--- config.mk ---
export PLATFORM = sky130hd
export DESIGN_NAME = mdfs_regs
export DESIGN_NICKNAME = d
export VERILOG_FILES = /design/src/logic/mdfs_pkg.sv /design/src/logic/mdfs_regs.sv
export SDC_FILE = /design/constraint.sdc
export NUM_CORES = 1
export LEC_CHECK = 0
export ABC_AREA = 0
export BUFFER_PORTS_ARGS = -buffer_cell sky130_fd_sc_hd__buf_4
export CAP_MARGIN = 10
export CELL_PAD_IN_SITES_DETAIL_PLACEMENT = 0
export CELL_PAD_IN_SITES_GLOBAL_PLACEMENT = 1
export CORE_MARGIN = 1
export CORE_UTILIZATION = 35
export DETAILED_ROUTE_END_ITERATION = 8
export PLACE_DENSITY_LB_ADDON = 0.25
export SYNTH_ARGS = -nofsm -noshare
export SYNTH_HDL_FRONTEND = slang
export SYNTH_SLANG_ARGS = --single-unit
export TNS_END_PERCENT = 50
--- constraint.sdc ---
create_clock -name clock -period 6.8 [get_ports clock]
set_input_delay 0.34 -clock clock [delete_from_list [all_inputs] [get_ports clock]]
set_output_delay 0.34 -clock clock [all_outputs]
set_load 0.01 [all_outputs]
--- src/logic/mdfs_pkg.sv ---
// mdfs_pkg: constants for the motor driver fault status bank
// assumes: 8-bit registers behind a 16-bit serial frame
package mdfs_pkg;
  // register addresses (6-bit serial address field)
  localparam logic [5:0] ADDR_IC     = 6'h00;
  localparam logic [5:0] ADDR_STAT1  = 6'h01;
  localparam logic [5:0] ADDR_STAT2  = 6'h02;
  localparam logic [5:0] ADDR_CTRL1  = 6'h03;
  localparam logic [5:0] ADDR_CTRL6  = 6'h08;
  localparam logic [5:0] ADDR_CTRL10 = 6'h0C;
  localparam logic [5:0] ADDR_LAST   = 6'h0C;
  // reset values
  localparam logic [7:0] RST_STAT    = 8'h00;
  localparam logic [7:0] RST_CTRL1   = 8'h00;
  localparam logic [7:0] RST_CTRL2   = 8'h60;
  localparam logic [7:0] RST_CTRL3   = 8'h46;
  localparam logic [7:0] RST_CTRL4   = 8'h10;
  localparam logic [7:0] RST_CTRL5   = 8'h00;
  localparam logic [7:0] RST_CTRL6   = 8'h00;
  localparam logic [7:0] RST_CTRL10  = 8'h00;
  localparam int         NUM_CTRL    = 7;
  // status register 1 field positions
  localparam int WARN_BIT  = 7;
  localparam int SHUT_BIT  = 6;
  // status register 2 field positions
  localparam int OTP_BIT   = 6;
  localparam int ROCP_BIT  = 5;
  localparam int RUV_BIT   = 4;
  localparam int PUV_BIT   = 3;
  localparam int PAR_BIT   = 2;
  localparam int FRAME_BIT = 1;
  localparam int ADDR_BIT  = 0;
  localparam int RSVD_BIT  = 7;
  // control field positions
  localparam int CLR_BIT   = 0;
  localparam int SDOPP_BIT = 5;
  localparam int C3RSV_BIT = 7;
  localparam logic [2:0] LOCK_OPEN = 3'h3;
  localparam logic [2:0] LOCK_SHUT = 3'h6;
  // frame geometry
  localparam logic [4:0] FRAME_LEN = 5'h10;
  localparam logic [4:0] CNT_SAT   = 5'h11;
  localparam logic [4:0] ADDR_CNT  = 5'h07;
  localparam logic [4:0] STAT_LEN  = 5'h08;
  // synchroniser reset: sleep_n and chip select idle high
  localparam logic [15:0] SYNC_RST = 16'hA000;
  // frame tracking states
  typedef enum logic [1:0] {
    MDFS_IDLE = 2'b00,
    MDFS_SHFT = 2'b01,
    MDFS_DONE = 2'b11
  } mdfs_st_t;
endpackage : mdfs_pkg

--- src/logic/mdfs_regs.sv ---
// mdfs_regs: fault status and control register bank with serial port
// assumes: pins arrive asynchronously; clock far faster than sclk
//
// Contract
// RL1 - status1 bit7 latches thermal warning
// RL2 - status1 bit6 latches thermal shutdown
// RL3 - status1 bits5..0 per-switch overcurrent flags
// RL4 - status2 bit6 latches programming memory error
// RL5 - status2 bit5 latches regulator overcurrent
// RL6 - status2 bit4 latches regulator undervoltage
// RL7 - status2 bit3 latches pump undervoltage
// RL8 - status2 bit2 parity always reads zero
// RL9 - status2 bit1 latches clock framing error
// RL10 - status2 bit0 flags non-user address access
// RL11 - status1 at 1h, resets 00h, unwritable
// RL12 - status2 at 2h, resets 00h, bit7 zero
// RL13 - control registers at 3h..8h and Ch
// RL14 - control reset values 00,60,46,10,00,00,00
// RL15 - lock field password-only, clear bit write-one
// RL16 - short or long frame is framing error
// RL17 - address above Ch is invalid
// RL18 - flags latched until clear or sleep
// RL19 - clear bit returns to zero itself
`timescale 1ns/1ps
module mdfs_regs (
  // clock, reset, enable
  input  wire logic       clock,
  input  wire logic       rst_n,
  input  wire logic       ce,
  // serial port pins
  input  wire logic       sclk,
  input  wire logic       chip_select_n,
  input  wire logic       sdi,
  output logic            sdo_out_ff,
  output logic            sdo_oe_ff,
  // sleep pin
  input  wire logic       sleep_pin_n,
  // fault detectors, asynchronous levels
  input  wire logic [7:0] switch_fault_evt,
  input  wire logic [3:0] supply_fault_evt
);
  import mdfs_pkg::*;

  logic [15:0] s1_ff;          // first sync stage
  logic [15:0] s2_ff;          // second sync stage
  logic [2:0]  prev_ff;        // last sclk, cs, sleep
  logic [7:0]  sw_s;           // synced switch faults
  logic [3:0]  sup_s;          // synced supply faults
  logic        sclk_s;         // synced serial clock
  logic        cs_s;           // synced chip select
  logic        sdi_s;          // synced data in
  logic        sleep_s;        // synced sleep pin, low = sleep
  logic        sclk_fall;      // capture edge
  logic        sclk_rise;      // launch edge
  logic        cs_fall;        // frame start
  logic        cs_rise;        // frame end
  logic [4:0]  cnt_ff;         // sclk falls in frame
  logic [15:0] in_sr_ff;       // received word
  logic [5:0]  addr_ff;        // address once known
  logic [7:0]  hdr_ff;         // status byte of this frame
  mdfs_st_t    st_ff;          // frame tracking state
  logic        frame_ok;       // complete 16-bit frame
  logic [5:0]  f_addr;         // address of ended frame
  logic [7:0]  f_data;         // data of ended frame
  logic        wr_go;          // accepted write
  logic [2:0]  wr_idx;         // control slot written
  logic        locked;         // register lock engaged
  logic        clr_pulse_ff;   // clear request, one cycle
  logic        clr_all;        // clear source of flags
  logic [7:0]  stat1_ff;       // status register 1
  logic [7:0]  stat2_ff;       // status register 2
  logic [7:0]  ev2;            // status 2 event vector
  logic        frame_err_evt;  // framing error this cycle
  logic        addr_err_evt;   // address error this cycle
  logic [7:0]  ctrl_ff [NUM_CTRL];
  logic [7:0]  rd_data;        // read mux output
  logic        nxt_bit;        // next serial out bit

  // control slot from address; 7 means no slot
  function automatic logic [2:0] slot(input logic [5:0] a);
    logic [2:0] s;
    s = 3'h7;
    if (a >= ADDR_CTRL1 && a <= ADDR_CTRL6) begin
      s = 3'(a - ADDR_CTRL1);
    end else if (a == ADDR_CTRL10) begin
      s = 3'h6;
    end
    return s;
  endfunction : slot

  // reset value of a control slot
  function automatic logic [7:0] ctrl_rst(input int i);
    logic [7:0] v;
    v = RST_CTRL10;
    unique case (i)
      0: v = RST_CTRL1;
      1: v = RST_CTRL2;
      2: v = RST_CTRL3;
      3: v = RST_CTRL4;
      4: v = RST_CTRL5;
      5: v = RST_CTRL6;
      default: v = RST_CTRL10;
    endcase
    return v;
  endfunction : ctrl_rst

  // two-stage synchroniser for all pins
  always_ff @(posedge clock) begin
    if (!rst_n) begin
      s1_ff <= SYNC_RST;
      s2_ff <= SYNC_RST;
    end else if (ce) begin
      s1_ff <= {sleep_pin_n, sdi, chip_select_n, sclk, supply_fault_evt, switch_fault_evt};
      s2_ff <= s1_ff;
    end
  end

  // only the second stage is read from here on
  assign sw_s    = s2_ff[7:0];
  assign sup_s   = s2_ff[11:8];
  assign sclk_s  = s2_ff[12];
  assign cs_s    = s2_ff[13];
  assign sdi_s   = s2_ff[14];
  assign sleep_s = s2_ff[15];

  // edge history of the synced controls
  always_ff @(posedge clock) begin
    if (!rst_n) begin
      prev_ff <= 3'h6;
    end else if (ce) begin
      prev_ff <= {sleep_s, cs_s, sclk_s};
    end
  end

  // edges; sclk ignored while chip select is high
  assign sclk_fall = !cs_s && prev_ff[0] && !sclk_s;
  assign sclk_rise = !cs_s && !prev_ff[0] && sclk_s;
  assign cs_fall   = prev_ff[1] && !cs_s;
  assign cs_rise   = !prev_ff[1] && cs_s;

  // frame tracking state
  always_ff @(posedge clock) begin
    if (!rst_n) begin
      st_ff <= MDFS_IDLE;
    end else if (ce) begin
      unique case (st_ff)
        MDFS_IDLE: if (cs_fall) begin
          st_ff <= MDFS_SHFT;
        end
        MDFS_SHFT: if (cs_rise) begin
          st_ff <= MDFS_DONE;
        end
        MDFS_DONE: st_ff <= MDFS_IDLE;
        default:   st_ff <= MDFS_IDLE;
      endcase
    end
  end

  // bit counter saturates so overlong frames stay wrong
  always_ff @(posedge clock) begin
    if (!rst_n) begin
      cnt_ff <= 5'h00;
    end else if (ce) begin
      if (cs_fall) begin
        cnt_ff <= 5'h00;
      end else if (sclk_fall && cnt_ff != CNT_SAT) begin
        cnt_ff <= cnt_ff + 5'h01;
      end
    end
  end

  // receive shifter, msb first on falling sclk
  always_ff @(posedge clock) begin
    if (!rst_n) begin
      in_sr_ff <= 16'h0000;
    end else if (ce && sclk_fall) begin
      in_sr_ff <= {in_sr_ff[14:0], sdi_s};
    end
  end

  // address held once the first seven bits are in
  always_ff @(posedge clock) begin
    if (!rst_n) begin
      addr_ff <= 6'h00;
    end else if (ce && cnt_ff == ADDR_CNT) begin
      addr_ff <= in_sr_ff[5:0];
    end
  end

  // frame decode at release of a tracked frame only
  assign frame_ok = cs_rise && st_ff == MDFS_SHFT && cnt_ff == FRAME_LEN;
  assign f_addr   = in_sr_ff[14:9];
  assign f_data   = in_sr_ff[7:0];
  assign wr_idx   = slot(f_addr);
  assign locked   = ctrl_ff[0][2:0] == LOCK_SHUT;
  // RL13 writes only reach control slots
  assign wr_go    = frame_ok && !in_sr_ff[15] && sleep_s && wr_idx != 3'h7 && (!locked || wr_idx == 3'h0);

  // RL16 wrong bit count on release
  assign frame_err_evt = cs_rise && cnt_ff != FRAME_LEN;
  // RL17 out-of-map address on a good frame
  assign addr_err_evt  = frame_ok && f_addr > ADDR_LAST;

  // control registers, one process per slot
  for (genvar i = 0; i < NUM_CTRL; i++) begin : g_ctrl
    always_ff @(posedge clock) begin
      if (!rst_n) begin
        // RL14 power-up defaults
        ctrl_ff[i] <= ctrl_rst(i);
      end else if (ce) begin
        if (!sleep_s) begin
          // sleep also restores defaults
          ctrl_ff[i] <= ctrl_rst(i);
        end else if (wr_go && wr_idx == 3'(i)) begin
          if (i == 0) begin
            // RL15 lock field needs password value
            if (f_data[2:0] == LOCK_OPEN || f_data[2:0] == LOCK_SHUT) begin
              ctrl_ff[i] <= {5'h00, f_data[2:0]};
            end
          end else if (i == 1) begin
            // RL19 clear bit never stored
            ctrl_ff[i] <= {f_data[7:1], 1'b0};
          end else if (i == 2) begin
            ctrl_ff[i] <= {1'b0, f_data[6:0]};
          end else begin
            ctrl_ff[i] <= f_data;
          end
        end
      end
    end
  end

  // clear-fault command pulse
  always_ff @(posedge clock) begin
    if (!rst_n) begin
      clr_pulse_ff <= 1'b0;
    end else if (ce) begin
      // RL15 writing one issues the clear
      clr_pulse_ff <= wr_go && wr_idx == 3'h1 && f_data[CLR_BIT];
    end
  end

  // sleep held low acts as the reset pulse
  assign clr_all = clr_pulse_ff || !sleep_s;

  // status register 1: sticky, set beats clear
  always_ff @(posedge clock) begin
    if (!rst_n) begin
      // RL11 resets clear, no write path
      stat1_ff <= RST_STAT;
    end else if (ce) begin
      // RL1 RL2 RL3 RL18 latch until cleared
      stat1_ff <= (clr_all ? RST_STAT : stat1_ff) | sw_s;
    end
  end

  // status 2 events; bits 7 and 2 are never set
  always_comb begin
    ev2            = 8'h00;
    // RL4 RL5 RL6 RL7 supply faults
    ev2[OTP_BIT]   = sup_s[3];
    ev2[ROCP_BIT]  = sup_s[2];
    ev2[RUV_BIT]   = sup_s[1];
    ev2[PUV_BIT]   = sup_s[0];
    // RL9 RL10 serial faults
    ev2[FRAME_BIT] = frame_err_evt;
    ev2[ADDR_BIT]  = addr_err_evt;
  end

  // status register 2: sticky, set beats clear
  always_ff @(posedge clock) begin
    if (!rst_n) begin
      // RL12 reset value
      stat2_ff <= RST_STAT;
    end else if (ce) begin
      // RL18 latch until cleared
      stat2_ff <= (clr_all ? RST_STAT : stat2_ff) | ev2;
    end
  end

  // read mux; holes and the summary register read zero
  always_comb begin
    rd_data = 8'h00;
    if (addr_ff == ADDR_STAT1) begin
      rd_data = stat1_ff;
    end else if (addr_ff == ADDR_STAT2) begin
      // RL8 RL12 parity and bit7 read zero
      rd_data = stat2_ff & 8'h7B;
    end else if (slot(addr_ff) != 3'h7) begin
      rd_data = ctrl_ff[slot(addr_ff)];
    end
  end

  // status byte captured at frame start
  always_ff @(posedge clock) begin
    if (!rst_n) begin
      hdr_ff <= 8'h00;
    end else if (ce && cs_fall) begin
      hdr_ff <= {6'h00, |stat2_ff, |stat1_ff};
    end
  end

  // next serial bit: status byte, then register data
  always_comb begin
    nxt_bit = sdo_out_ff;
    if (cs_fall) begin
      nxt_bit = 1'b0;
    end else if (sclk_rise && cnt_ff < STAT_LEN) begin
      nxt_bit = hdr_ff[3'(4'h7 - cnt_ff[3:0])];
    end else if (sclk_rise && cnt_ff < FRAME_LEN) begin
      nxt_bit = rd_data[3'(4'hF - cnt_ff[3:0])];
    end
  end

  // serial out; open drain mode only drives low
  always_ff @(posedge clock) begin
    if (!rst_n) begin
      sdo_out_ff <= 1'b0;
      sdo_oe_ff  <= 1'b0;
    end else if (ce) begin
      if (cs_s) begin
        sdo_out_ff <= 1'b0;
        sdo_oe_ff  <= 1'b0;
      end else begin
        sdo_out_ff <= nxt_bit;
        sdo_oe_ff  <= ctrl_ff[1][SDOPP_BIT] || !nxt_bit;
      end
    end
  end
endmodule : mdfs_regs

==> impl_metrics.tcl <==
set metrics [dict create \
    hold_viol 0 \
    dr.pass1.iters 5 \
    clkSlewWorstSetupHoldPaths_ps 50 \
    die-area_um2 17610 \
    die_w_um 132.7 \
    layout-drive-gt1-share_pct 10.40 \
    syn_area_um2 5981 \
    slew-limit-headroom_pct 25.02 \
    vdd_drop_max_uv 151.9 \
    clock-sinks 131 \
    required_ps 6880 \
    rsz0062_at_grt "false" \
    path_delay_family "simple AND/OR/NAND/NOR gates" \
    port-buffer-count 20 \
    timing.hold.ws_ps 132.7 \
    synth-edff-count 49 \
    worstPathArrival_ps 3550 \
    finalSetupTns_ps 0 \
    final.fill_count 1603 \
    drt-total-wl_um 14570 \
    p_per_area_nw_per_um2 268.2 \
    cts_root_buf "clkbuf_16" \
    ioPinCount 21 \
    wl_per_cell_um 17.23 \
    async_flop_share_pct 0 \
    hold_path_class "input pin to flip-flop" \
    grt_pass1_vias 4325 \
    remaining_drc_errors 0 \
    area_growth_pct 15.88 \
    layout_setup_ws_ps 3333 \
    period_needed_ps 3467 \
    max_freq_ghz 0.2884 \
    drt_iter0_drc 223 \
    max_slew.worst_pin.slew_ps 1113 \
    grt-ovfl-total 0 \
    cts_buffer_depth 2 \
    endpoint_kind "flip-flop" \
    cts_hold_buffers 0 \
    crit_path_max_incr_delay_ps 720 \
    grt_max_degree 61 \
    final_cell_area_um2 6930 \
    place_ws_ps 3094 \
    p_leak_nw 2.566 \
    fin_cells 846 \
    cap_violations 0 \
    ant_nets 0 \
    worstSetupStartpointType "flip-flop" \
    grt_use_total_pct 17.72 \
    gp_congestion 0.8321 \
    detailed_place_hpwl_um 10170 \
    outcome "completed" \
    synthTopCellsByArea "dfxtp_1 (27%), edfxtp_1 (25%), mux2i_1 (9.4%)" \
    yosys_most_used_dff "dfxtp_1" \
    ys_types 59 \
    clk_latency_ps 420 \
    cp_cell_sequence "clkinv_1 > ha_1 > and3_1 > nand3b_1 > nor3b_1 > nand3_1 > nor3_1 > nand2b_1" \
    post_cts_resized 0 \
    critPathMaxFanout 17 \
    setup_viol 0 \
    coreArea_um2 16640 \
    critPathBufInv 1 \
    syn_inst 603 \
    yosys_warnings 0 \
    synth_top_area_share_pct 27.45 \
    initial_core_util_pct 35.94 \
    fin_worst_skew_ps 4.885 \
    cts_tree "built" \
    yosys.area.top_type "dfxtp_1" \
    die_h_um 132.7 \
    ys_seq_area_share_pct 52.05 \
    row_count 47 \
    path_class "flip-flop to flip-flop" \
    period_share_pct 50.98 \
    ys_ff_latch 131 \
    grt_pass1_wl_um 23480 \
    dpl_cell_area_um2 6287 \
    via_per_inst 5.255 \
    vias 4446 \
    syn_area_per_cell_um2 9.918 \
    dp.cells 812 \
    ctsHtreeMaxLevel 4 \
    cp_slowest_cell "nor3_1" \
    slew_violations 0 \
    numCtsBuffers 17 \
    fin_nets 641 \
    antenna_found_initial 1 \
    cts_setup_buffers 0 \
    synth_nets 631 \
]
[cell type report]
cell class | count | area [µm²] | share of cell area (%)
diodes | 1 | 2.502 | 0.03611
multi-input cells | 427 | 2685 | 38.74
flip-flops and latches | 131 | 3113 | 44.92
well taps | 220 | 275.3 | 3.972
clock inverters | 7 | 90.09 | 1.300
inverters | 11 | 41.29 | 0.5958
repair buffers | 25 | 185.2 | 2.672
clock buffers | 24 | 538.0 | 7.763
[report_power, final]
group	switching (mW)	leakage, nW	internal [mW]
logic	0.0371	1.09	0.0254
registers	0.0129	1.16	0.837
clock network	0.323	0.316	0.623
total	0.373	2.57	1.49
[stage by stage]
stage | power [mW] | util [%]
3_5_place_dp | 0.9293 | 37.78
3_3_place_gp | 0.9273 | 37.78
4_1_cts | 1.874 | 41.55
6_report | 1.859 | 41.64
2_1_floorplan | 0.9037 | -
5_1_grt | 1.918 | 41.63
[final timing paths]
path | from | to | slack (ps) | cells past startpoint
worst max-delay path | cnt_ff[0]$_SDFFE_PN0P_ | ctrl_ff[3][5]$_SDFFCE_PN0P_ | 3330 | 8
worst min-delay path | chip_select_n | s1_ff[13]$_SDFFE_PN1P_ | 130 | 3
worst max register to register | cnt_ff[0]$_SDFFE_PN0P_ | ctrl_ff[3][5]$_SDFFCE_PN0P_ | 3330 | 8
worst min register to register | in_sr_ff[8]$_SDFFE_PN0P_ | in_sr_ff[9]$_SDFFE_PN0P_ | 450 | 2
[flip-flops by register name, summed over array words and instances (netlist names)]
name	cells
hdr_ff	2
cnt_ff	5
s2_ff	16
sdo_oe_ff	1
stat1_ff	8
clr_pulse_ff	1
s1_ff	16
stat2_ff	6
sdo_out_ff	1
addr_ff	6
prev_ff	2
st_ff	2
ctrl_ff	49
in_sr_ff	16
[worst min-delay path, stage by stage]
cell and delay, ps:
buf_4 80, mux2i_1 50, nand2_1 50
[metal layers]
metal / global-route usage (%) / routed length [µm] / up-vias
met5: 0 / 0 / -
met3: 4.253 / 700 / 30
li1: - / - / 2179
met2: 27.02 / 6651 / 116
met1: 23.88 / 6846 / 2121
met4: 7.663 / 376 / 0
[cell usage after synthesis (all sizes together), types with 2 or more instances]
cell type  number
a31oi           3
a211oi          5
nor2           63
or3             6
o22ai           3
nand2          63
o311ai          3
clkbuf         26
a22oi           3
nand2b         11
nor3           11
o21bai          2
a21oi          41
ha              9
o211ai          6
xor2            3
mux2i          56
and3            2
o21ai          26
o2111ai         2
buf             8
and2           48
or4             3
nor4            5
nor3b           3
dfxtp          82
nand4           4
a221oi          4
inv             9
clkinv          2
nand3           4
nand3b          5
nor2b           3
a22o           12
o2bb2ai         2
edfxtp         49
[logic make-up (layout without fill, tap and decap cells)]
group | Yosys count | in the layout | synth area share (%)
and+or+nand+nor | 235 | 235 | 19.50
adders and majority gates | 9 | 9 | 1.883
muxes | 57 | 57 | 9.561
AOI/OAI and AO/OA | 123 | 123 | 13.43
other | 0 | 1 | 0
DFF | 131 | 131 | 52.05
buffers and inverters | 45 | 67 | 3.138
xor gates and xnor gates | 3 | 3 | 0.4394
[placed cells by master, fill, tap and decap left out, drive strengths merged, types with 11 or more instances in the layout]
cell     n
a21oi   41
nor3    11
mux2i   56
o21ai   26
edfxtp  49
a22o    12
nand2b  11
buf     24
nand2   63
clkbuf  25
and2    48
dfxtp   82
nor2    63
No activity file was read; power rests on OpenSTA's default activity.
